--- src/bsfu_params.svh ---
// register offsets, flag positions, reset values and cycle counts
`ifndef BSFU_PARAMS_SVH
`define BSFU_PARAMS_SVH

// word-aligned byte offsets on the register bus
`define ADR_INSTR 9'h000
`define ADR_STATUS 9'h004
`define ADR_FLAGS 9'h008
`define ADR_SP 9'h00C
// address bits [8:7] pick the general and the i/o register windows
`define REGION_GPR 2'h1
`define REGION_IO 2'h2

// bit positions inside flags_q
`define FLAG_BORROW 3'h0
`define FLAG_ALL_LOW 3'h1
`define FLAG_MSB 3'h2
`define FLAG_COPY 3'h6

// reset values
`define FLAGS_RESET 8'h00
`define REG_RESET 8'h00

// execution length in core cycles
`define CYC_TWO 2
`define CYC_ONE 1

`endif

--- src/bsfu_pkg.sv ---
// types shared by the bit, shift and flag execution unit
`default_nettype none
package bsfu_pkg;

  // operation codes, hex values written out
  typedef enum logic [4:0] {
    stack_store_op = 5'h00,
    stack_load_op = 5'h01,
    io_bit_set_op = 5'h02,
    io_bit_clear_op = 5'h03,
    shift_left_op = 5'h04,
    shift_right_op = 5'h05,
    rotate_left_op = 5'h06,
    rotate_right_op = 5'h07,
    sign_shift_right_op = 5'h08,
    nibble_swap_op = 5'h09,
    copy_flag_to_reg_op = 5'h0A,
    flag_set_op = 5'h0B,
    flag_clear_op = 5'h0C,
    reg_to_copy_flag_op = 5'h0D,
    borrow_flag_set_op = 5'h0E,
    borrow_flag_clear_op = 5'h0F,
    msb_flag_set_op = 5'h10,
    msb_flag_clear_op = 5'h11,
    all_low_set_op = 5'h12,
    all_low_clear_op = 5'h13,
    no_op = 5'h1F
  } op_type;

  // one instruction word, 23 bits, op in the top field
  typedef struct packed {
    op_type op;
    logic [4:0] rd;
    logic [4:0] rr;
    logic [2:0] bit_sel;
    logic [4:0] io_addr;
  } instr_type;

  typedef enum logic [0:0] {
    st_idle = 1'b0,
    st_exec = 1'b1
  } state_type;

endpackage
`default_nettype wire

--- src/shift_unit.sv ---
// combinational shifter: shifts, rotates through borrow, nibble swap
`default_nettype none
module shift_unit
  import bsfu_pkg::*;
#(
  parameter int W = 8
) (
  input wire logic [W-1:0] val,
  input wire logic cin,
  input wire op_type op,
  output logic [W-1:0] res,
  output logic cout
);

  // every other op passes the value through untouched
  always_comb begin
    res = val;
    cout = cin;
    case (op)
      shift_left_op: res = {val[W-2:0], 1'b0};
      shift_right_op: res = {1'b0, val[W-1:1]};
      rotate_left_op: begin
        res = {val[W-2:0], cin};
        cout = val[W-1];
      end
      rotate_right_op: begin
        res = {cin, val[W-1:1]};
        cout = val[0];
      end
      sign_shift_right_op: res = {val[W-1], val[W-1:1]};
      nibble_swap_op: res = {val[W/2-1:0], val[W-1:W/2]};
      default: res = val;
    endcase
  end

endmodule // shift_unit
`default_nettype wire

--- src/bit_modify.sv ---
// replaces one selected bit of a word, keeps all others
`default_nettype none
module bit_modify #(
  parameter int W = 8
) (
  input wire logic [W-1:0] val,
  input wire logic [$clog2(W)-1:0] idx,
  input wire logic fill,
  output logic [W-1:0] res
);

  // one bit forced, the rest copied
  always_comb begin
    res = val;
    res[idx] = fill;
  end

endmodule // bit_modify
`default_nettype wire

--- src/bit_shift_flag_unit.sv ---
// stack, bit, shift and flag execution unit with a wishbone slave
`include "bsfu_params.svh"
`default_nettype none
module bit_shift_flag_unit
  import bsfu_pkg::*;
#(
  parameter int STACK_DEPTH = 16
) (
  input wire logic CLK_SYS,
  input wire logic RST,
  input wire logic WB_CYC_I,
  input wire logic WB_STB_I,
  input wire logic WB_WE_I,
  input wire logic [8:0] WB_ADR_I,
  input wire logic [3:0] WB_SEL_I,
  input wire logic [31:0] WB_DAT_I,
  output logic [31:0] WB_DAT_O,
  output logic WB_ACK_O,
  output logic BUSY
);

  localparam int SPW = $clog2(STACK_DEPTH);

  logic [7:0] gpr_q [32];
  logic [7:0] io_q [32];
  logic [7:0] stack_q [STACK_DEPTH];
  logic [7:0] flags_q;
  logic [SPW-1:0] sp_q;
  instr_type ins_q;
  state_type state_q;
  logic [1:0] cnt_q;
  logic ack_q;
  logic [31:0] dat_q;

  // bus decode
  wire req = WB_CYC_I & WB_STB_I;
  wire wr_fire = req & WB_WE_I & ack_q;
  wire [8:0] word_adr = {WB_ADR_I[8:2], 2'b00};
  wire [4:0] wb_idx = WB_ADR_I[6:2];
  wire sel_instr = word_adr == `ADR_INSTR;
  wire sel_status = word_adr == `ADR_STATUS;
  wire sel_flags = word_adr == `ADR_FLAGS;
  wire sel_sp = word_adr == `ADR_SP;
  wire sel_gpr = WB_ADR_I[8:7] == `REGION_GPR;
  wire sel_io = WB_ADR_I[8:7] == `REGION_IO;
  wire busy = state_q != st_idle;
  // the instruction word needs its three low byte lanes
  wire start = wr_fire & sel_instr & (&WB_SEL_I[2:0]) & ~busy;
  // software pokes are refused while an op runs, no write conflict
  wire sw_we = wr_fire & WB_SEL_I[0] & ~busy;
  wire sw_gpr_we = sw_we & sel_gpr;
  wire sw_io_we = sw_we & sel_io;
  wire sw_flags_we = sw_we & sel_flags;

  // incoming instruction and its length
  wire instr_type new_ins = instr_type'(WB_DAT_I[22:0]);
  wire two_cyc = new_ins.op inside {stack_store_op, stack_load_op,
    io_bit_set_op, io_bit_clear_op};
  wire [1:0] cnt_load = two_cyc ? 2'(`CYC_TWO - 1) : 2'(`CYC_ONE - 1);
  wire commit = busy && cnt_q == 2'h0;
  wire op_type op = ins_q.op;

  // operands
  wire [7:0] rd_val = gpr_q[ins_q.rd];
  wire [7:0] rr_val = gpr_q[ins_q.rr];
  wire [7:0] io_val = io_q[ins_q.io_addr];
  wire [SPW-1:0] sp_minus = sp_q - 1'b1;
  wire [SPW-1:0] sp_plus = sp_q + 1'b1;
  wire [7:0] pop_val = stack_q[sp_plus];

  // shifter and the three bit modifiers
  logic [7:0] sh_res;
  logic sh_cout;
  logic [7:0] io_res;
  logic [7:0] bld_res;
  logic [7:0] flag_res;

  shift_unit #(.W(8)) u_shift (
    .val(rd_val),
    .cin(flags_q[`FLAG_BORROW]),
    .op(op),
    .res(sh_res),
    .cout(sh_cout)
  );

  bit_modify #(.W(8)) u_io_bit (
    .val(io_val),
    .idx(ins_q.bit_sel),
    .fill(op == io_bit_set_op),
    .res(io_res)
  );

  bit_modify #(.W(8)) u_reg_bit (
    .val(rd_val),
    .idx(ins_q.bit_sel),
    .fill(flags_q[`FLAG_COPY]),
    .res(bld_res)
  );

  // flag index and fill per op; only one flag bit ever changes
  wire gen_flag = op inside {flag_set_op, flag_clear_op};
  wire msb_flag = op inside {msb_flag_set_op, msb_flag_clear_op};
  wire low_flag = op inside {all_low_set_op, all_low_clear_op};
  wire rot_op = op inside {rotate_left_op, rotate_right_op};
  wire [2:0] flag_idx = gen_flag ? ins_q.bit_sel :
    op == reg_to_copy_flag_op ? `FLAG_COPY :
    msb_flag ? `FLAG_MSB :
    low_flag ? `FLAG_ALL_LOW : `FLAG_BORROW;
  wire flag_fill = op inside {flag_set_op, borrow_flag_set_op,
    msb_flag_set_op, all_low_set_op} ? 1'b1 :
    op == reg_to_copy_flag_op ? rr_val[ins_q.bit_sel] :
    rot_op ? sh_cout : 1'b0;

  bit_modify #(.W(8)) u_flag_bit (
    .val(flags_q),
    .idx(flag_idx),
    .fill(flag_fill),
    .res(flag_res)
  );

  // exec write enables
  wire flag_we = commit && (rot_op ||
    op inside {[flag_set_op:all_low_clear_op]});
  wire x_gpr_we = commit && op inside {stack_load_op,
    [shift_left_op:copy_flag_to_reg_op]};
  wire [7:0] x_gpr_data = op == stack_load_op ? pop_val :
    op == copy_flag_to_reg_op ? bld_res : sh_res;
  wire x_io_we = commit && op inside {io_bit_set_op, io_bit_clear_op};
  wire push_we = commit && op == stack_store_op;
  wire pop_we = commit && op == stack_load_op;

  // exec and software share one write port per array
  wire gpr_we = x_gpr_we | sw_gpr_we;
  wire [4:0] gpr_widx = busy ? ins_q.rd : wb_idx;
  wire [7:0] gpr_wdata = busy ? x_gpr_data : WB_DAT_I[7:0];
  wire io_we = x_io_we | sw_io_we;
  wire [4:0] io_widx = busy ? ins_q.io_addr : wb_idx;
  wire [7:0] io_wdata = busy ? io_res : WB_DAT_I[7:0];

  // control fsm: load count at start, retire when it reaches zero
  always_ff @(posedge CLK_SYS) begin
    if (RST) begin
      state_q <= st_idle;
      cnt_q <= 2'h0;
      ins_q <= '0;
    end else begin
      case (state_q)
        st_idle: begin
          if (start) begin
            state_q <= st_exec;
            cnt_q <= cnt_load;
            ins_q <= new_ins;
          end
        end
        st_exec: begin
          if (commit) begin
            state_q <= st_idle;
          end else begin
            cnt_q <= cnt_q - 2'h1;
          end
        end
        default: state_q <= st_idle;
      endcase
    end
  end

  // register arrays
  always_ff @(posedge CLK_SYS) begin
    if (RST) begin
      for (int i = 0; i < 32; i++) begin
        gpr_q[i] <= `REG_RESET;
        io_q[i] <= `REG_RESET;
      end
    end else begin
      if (gpr_we) gpr_q[gpr_widx] <= gpr_wdata;
      if (io_we) io_q[io_widx] <= io_wdata;
    end
  end

  // status flags
  always_ff @(posedge CLK_SYS) begin
    if (RST) begin
      flags_q <= `FLAGS_RESET;
    end else if (flag_we) begin
      flags_q <= flag_res;
    end else if (sw_flags_we) begin
      flags_q <= WB_DAT_I[7:0];
    end
  end

  // stack grows downward; no guard, the pointer simply wraps
  always_ff @(posedge CLK_SYS) begin
    if (RST) begin
      sp_q <= SPW'(STACK_DEPTH - 1);
    end else if (push_we) begin
      sp_q <= sp_minus;
    end else if (pop_we) begin
      sp_q <= sp_plus;
    end
  end

  // stack storage needs no reset
  always_ff @(posedge CLK_SYS) begin
    if (push_we) stack_q[sp_q] <= rr_val;
  end

  // read data; unmapped words read zero and are still acked
  wire [31:0] rd_word = sel_instr ? 32'(ins_q) :
    sel_status ? 32'(busy) :
    sel_flags ? 32'(flags_q) :
    sel_sp ? 32'(sp_q) :
    sel_gpr ? 32'(gpr_q[wb_idx]) :
    sel_io ? 32'(io_q[wb_idx]) : 32'h0000_0000;

  // one wait state: ack registered, dropped the cycle after
  always_ff @(posedge CLK_SYS) begin
    if (RST) begin
      ack_q <= 1'b0;
      dat_q <= 32'h0000_0000;
    end else begin
      ack_q <= req & ~ack_q;
      if (req & ~ack_q) dat_q <= rd_word;
    end
  end

  assign WB_ACK_O = ack_q;
  assign WB_DAT_O = dat_q;
  assign BUSY = busy;

  // helper copies of the operands for the checks below
  logic [7:0] rd_prev_q;
  logic [7:0] rr_prev_q;
  logic [7:0] io_prev_q;
  logic [7:0] flags_prev_q;
  logic [7:0] pop_prev_q;
  logic [SPW-1:0] sp_prev_q;
  always_ff @(posedge CLK_SYS) begin
    rd_prev_q <= rd_val;
    rr_prev_q <= rr_val;
    io_prev_q <= io_val;
    flags_prev_q <= flags_q;
    pop_prev_q <= pop_val;
    sp_prev_q <= sp_q;
  end
  wire [7:0] io_mask = 8'h01 << ins_q.bit_sel;
  wire [7:0] flag_mask = 8'h01 << flag_idx;
endmodule // bit_shift_flag_unit
`default_nettype wire

--- config.mk ---
export PLATFORM = sky130hd
export DESIGN_NAME = bit_shift_flag_unit
export DESIGN_NICKNAME = d
export VERILOG_FILES = /design/src/bsfu_pkg.sv /design/src/shift_unit.sv /design/src/bit_modify.sv /design/src/bit_shift_flag_unit.sv
export VERILOG_INCLUDE_DIRS = /design/src
export SDC_FILE = /design/constraint.sdc
export NUM_CORES = 1
export LEC_CHECK = 0
export BUFFER_PORTS_ARGS = -buffer_cell sky130_fd_sc_hd__buf_2
export CAP_MARGIN = 20
export CORE_ASPECT_RATIO = 1.4
export CORE_MARGIN = 2
export CORE_UTILIZATION = 63
export DETAILED_ROUTE_END_ITERATION = 12
export MAX_ROUTING_LAYER = met4
export PLACE_DENSITY = 0.85
export SETUP_SLACK_MARGIN = 0.4
export SLEW_MARGIN = 20
export SYNTH_ARGS = -nofsm -noshare
export SYNTH_HDL_FRONTEND = slang
export SYNTH_SLANG_ARGS = --single-unit
export TNS_END_PERCENT = 30
--- constraint.sdc ---
create_clock -name CLK_SYS -period 5.5 [get_ports CLK_SYS]
set_input_delay 1.375 -clock CLK_SYS [delete_from_list [all_inputs] [get_ports CLK_SYS]]
set_output_delay 1.375 -clock CLK_SYS [all_outputs]
set_load 0.005 [all_outputs]
==> metrics.yaml <==
synth.ff_latch_count: 717
setup_viol_count_final: 0
routed-via-count: 26600
placement_rows: 106
die_width_um: 210
status: "finished, final reports clean"
worst_setup_hold_path_clk_slew_ps: 70
detail_route.wirelength_um: 120000
synthesis.area_per_instance_um2: 14.0
dominantRegCellSynth: "sky130_fd_sc_hd__edfxtp_1"
drt-wirelength-per-cell_um: 34.1
antenna_violations_before_repair: 13
finalCoreUtilization_pct: 69.5
setup_slack_ps: 1020
worst-slew-pin-transition_ps: 1220
fin_nets: 2748
clk_path_buf_depth: 3
maxSlewHeadroom_pct: 18.7
peakVddDrop_mv: 0.295
die_y_um: 293
drt_drc_violations_left: 0
post-dp-hpwl_um: 80200
synth_area_mm2: 0.0376
grt_pass1_vias: 26500
clock.fmax_mhz: 223
finalCritPeriodShare_pct: 81.5
critPathCaptureType: "flop"
worst_setup_path_category: "flop to flop"
holdCritStartpoint: "ins_q[11]"
fin_skew_ps: 33.5
area_growth_syn_to_layout_pct: 9.83
grt_start_max_net_pins: 77
ctsResizeCount: 0
dpl_worst_slack_ps: 909
yosys.cell_types.count: 69
cts_htree_levels: 3
totalNegativeSetupSlack_ps: 0
critical_path_arrival_ps: 4840
cts_made_buffers: 68
reg2reg_slack_ps: 1020
static-leakage-power_nw: 13.8
boundaryPins: 84
endpoint: "gpr_q[10][7]"
final_layout_size_suffix_gt1_share_pct: 28.1
count_of_buffers_inserted_at_the_top_level_ports: 62
initial_utilization_pct: 63.3
tritoncts: "yes"
globalRouteTotalUtil_pct: 40.7
post_cts.repair.setup_buffers: 0
powerDensity_mw_per_mm2: 288
core_region_area_mm2: 0.0594
yosys_warnings: 0
holdPathStages: 2
cap_violations: 0
finalHoldViolations: 0
clock_latency_ps: 630
grt-ovfl-total: 0
async_set_or_reset_register_ratio_after_synthesis_pct: 0
end_of_the_worst_register_to_register_path: "gpr_q[10][7]"
drv_slew: 0
critical_path_required_ps: 5850
ys_seq_area_share_pct: 55.2
avgViaCountPerCell: 7.56
hold_path.class: "flop to flop"
cp_max_fo: 24
gp_congestion: 1.05
numClockSinks: 717
postSynthCellCount: 2677
grt_first_pass_wirelength_um: 174000
first_iter_violations: 4090
worst_setup_path_start_kind: "flop"
ant_nets: 0
reg2reg_depth: 9
rsz_0062_raised_after_global_routing: "no"
finalCriticalPeriod_ps: 4480
hold_buffer_count_at_cts: 0
dr.pass1.iters: 6
synth_enable_flop_cells: 640
clock_root_buffer: "sky130_fd_sc_hd__clkbuf_16"
die_area_mm2: 0.0617
## power by group
part | switching, W | leakage [nW] | internal [W] | total [W]
Combinational | 0.000504 | 5.57 | 0.000311 | 0.000815
Clock | 0.00214 | 1.13 | 0.00282 | 0.00496
Sequential | 0.000102 | 7.10 | 0.00604 | 0.00614
Total | 0.00274 | 13.8 | 0.00917 | 0.0119
## sequential cells by signal, summed over array words and instances, names as in the netlist, 4 cells and up, named ones only
name	flops
WB_DAT_O	23
flags_q	8
gpr_q	256
ins_q	18
io_q	256
op	5
sp_q	4
stack_q	128
## layout by cell type, fill, tap and decap left out, types with 10 or more instances in the layout
| cell type | instances |
|---|---|
| sky130_fd_sc_hd__nor3b_1 | 10 |
| sky130_fd_sc_hd__clkbuf_16 | 70 |
| sky130_fd_sc_hd__nand2b_1 | 12 |
| sky130_fd_sc_hd__clkbuf_1 | 12 |
| sky130_fd_sc_hd__edfxtp_1 | 640 |
| sky130_fd_sc_hd__buf_2 | 60 |
| sky130_fd_sc_hd__a22oi_1 | 24 |
| sky130_fd_sc_hd__o22ai_1 | 46 |
| sky130_fd_sc_hd__dfxtp_1 | 68 |
| sky130_fd_sc_hd__a21oi_1 | 51 |
| sky130_fd_sc_hd__a211oi_1 | 11 |
| sky130_fd_sc_hd__nor2_1 | 525 |
| sky130_fd_sc_hd__mux2i_1 | 36 |
| sky130_fd_sc_hd__nor2_2 | 30 |
| sky130_fd_sc_hd__mux2_2 | 13 |
| sky130_fd_sc_hd__inv_1 | 15 |
| sky130_fd_sc_hd__clkinv_1 | 12 |
| sky130_fd_sc_hd__nand2_1 | 246 |
| sky130_fd_sc_hd__o21ai_0 | 30 |
| sky130_fd_sc_hd__nand3_1 | 21 |
| sky130_fd_sc_hd__nor2b_1 | 19 |
| sky130_fd_sc_hd__a31oi_1 | 10 |
| sky130_fd_sc_hd__nor3_1 | 83 |
| sky130_fd_sc_hd__mux4_2 | 408 |
| sky130_fd_sc_hd__or3_1 | 10 |
| sky130_fd_sc_hd__diode_2 | 16 |
| sky130_fd_sc_hd__buf_4 | 93 |
## metal layers
layer	up-vias	GRT usage (%)	part of all wire, %
met4	0	31.3	11
met5	-	-	0
met1	13000	45.0	29
met2	2496	63.3	48
met3	656	10.6	13
li1	10500	-	-
## how the worst min path moves through the flow
stage                       to  slack (ps)
after floorplan           flop         450
after global placement    flop         460
after detailed placement  flop         480
after CTS                 flop         490
after global routing      flop         510
final                     flop         490
## cells in the mapped netlist (11+ instances only)
library cell | n | area, um^2
sky130_fd_sc_hd__edfxtp_1 | 640 | 19200
sky130_fd_sc_hd__nor2_1 | 525 | 1970
sky130_fd_sc_hd__mux4_2 | 408 | 9190
sky130_fd_sc_hd__nand2_1 | 246 | 923
sky130_fd_sc_hd__clkbuf_1 | 115 | 432
sky130_fd_sc_hd__nor3_1 | 87 | 435
sky130_fd_sc_hd__dfxtp_1 | 77 | 1540
sky130_fd_sc_hd__buf_2 | 64 | 320
sky130_fd_sc_hd__a21oi_1 | 56 | 280
sky130_fd_sc_hd__o22ai_1 | 46 | 288
sky130_fd_sc_hd__mux2i_1 | 42 | 420
sky130_fd_sc_hd__o21ai_0 | 31 | 155
sky130_fd_sc_hd__nor2_2 | 30 | 188
sky130_fd_sc_hd__buf_1 | 28 | 105
sky130_fd_sc_hd__a22oi_1 | 24 | 180
sky130_fd_sc_hd__nand3_1 | 21 | 105
sky130_fd_sc_hd__nor2b_1 | 19 | 119
sky130_fd_sc_hd__inv_1 | 15 | 56.3
sky130_fd_sc_hd__mux2_2 | 13 | 146
sky130_fd_sc_hd__nand2b_1 | 12 | 75.1
sky130_fd_sc_hd__a211oi_1 | 11 | 82.6
## cells by family after synthesis
| group | after synthesis | share of synthesized area (%) |
|---|---|---|
| simple gates | 1002 | 11.3 |
| fa+ha+maj | 6 | 0.200 |
| xor+xnor | 5 | 0.116 |
| flops | 717 | 55.2 |
| other cells | 1 | 0.00997 |
| mux | 466 | 26.1 |
| compound gates | 237 | 4.17 |
| buf+inv | 243 | 2.89 |
## per-stage QoR
step	power (W)	std cells	hold slack (ps)	instance area, um^2
5_1_grt	0.0121	3513	507	41300
3_3_place_gp	0.00697	3376	458	38900
6_report	0.0119	3517	489	41300
3_5_place_dp	0.00701	3376	476	38900
4_1_cts	0.0119	3499	485	41200
2_1_floorplan	0.00670	2685	450	37600
## layout make-up
class | instances | area [um^2]
sequential | 717 | 20800
fill | 3708 | 18100
multi-input combinational | 1725 | 16000
clock buffer | 84 | 1820
timing repair buffer | 161 | 1150
tap | 756 | 946
clock inverter | 39 | 508
inverter | 19 | 71.3
antenna | 16 | 40.0
## critical path, cell delays in order, from the launching register on
cell and delay (ps):
sky130_fd_sc_hd__dfxtp_4 660, sky130_fd_sc_hd__buf_4 430, sky130_fd_sc_hd__mux4_2 590, sky130_fd_sc_hd__mux4_2 490, sky130_fd_sc_hd__mux2i_4 480, sky130_fd_sc_hd__a21oi_1 150
sky130_fd_sc_hd__a21oi_1 180, sky130_fd_sc_hd__o31a_1 830, sky130_fd_sc_hd__or2_2 290, sky130_fd_sc_hd__nor2_1 50
No activity file was read; power rests on OpenSTA's default activity.
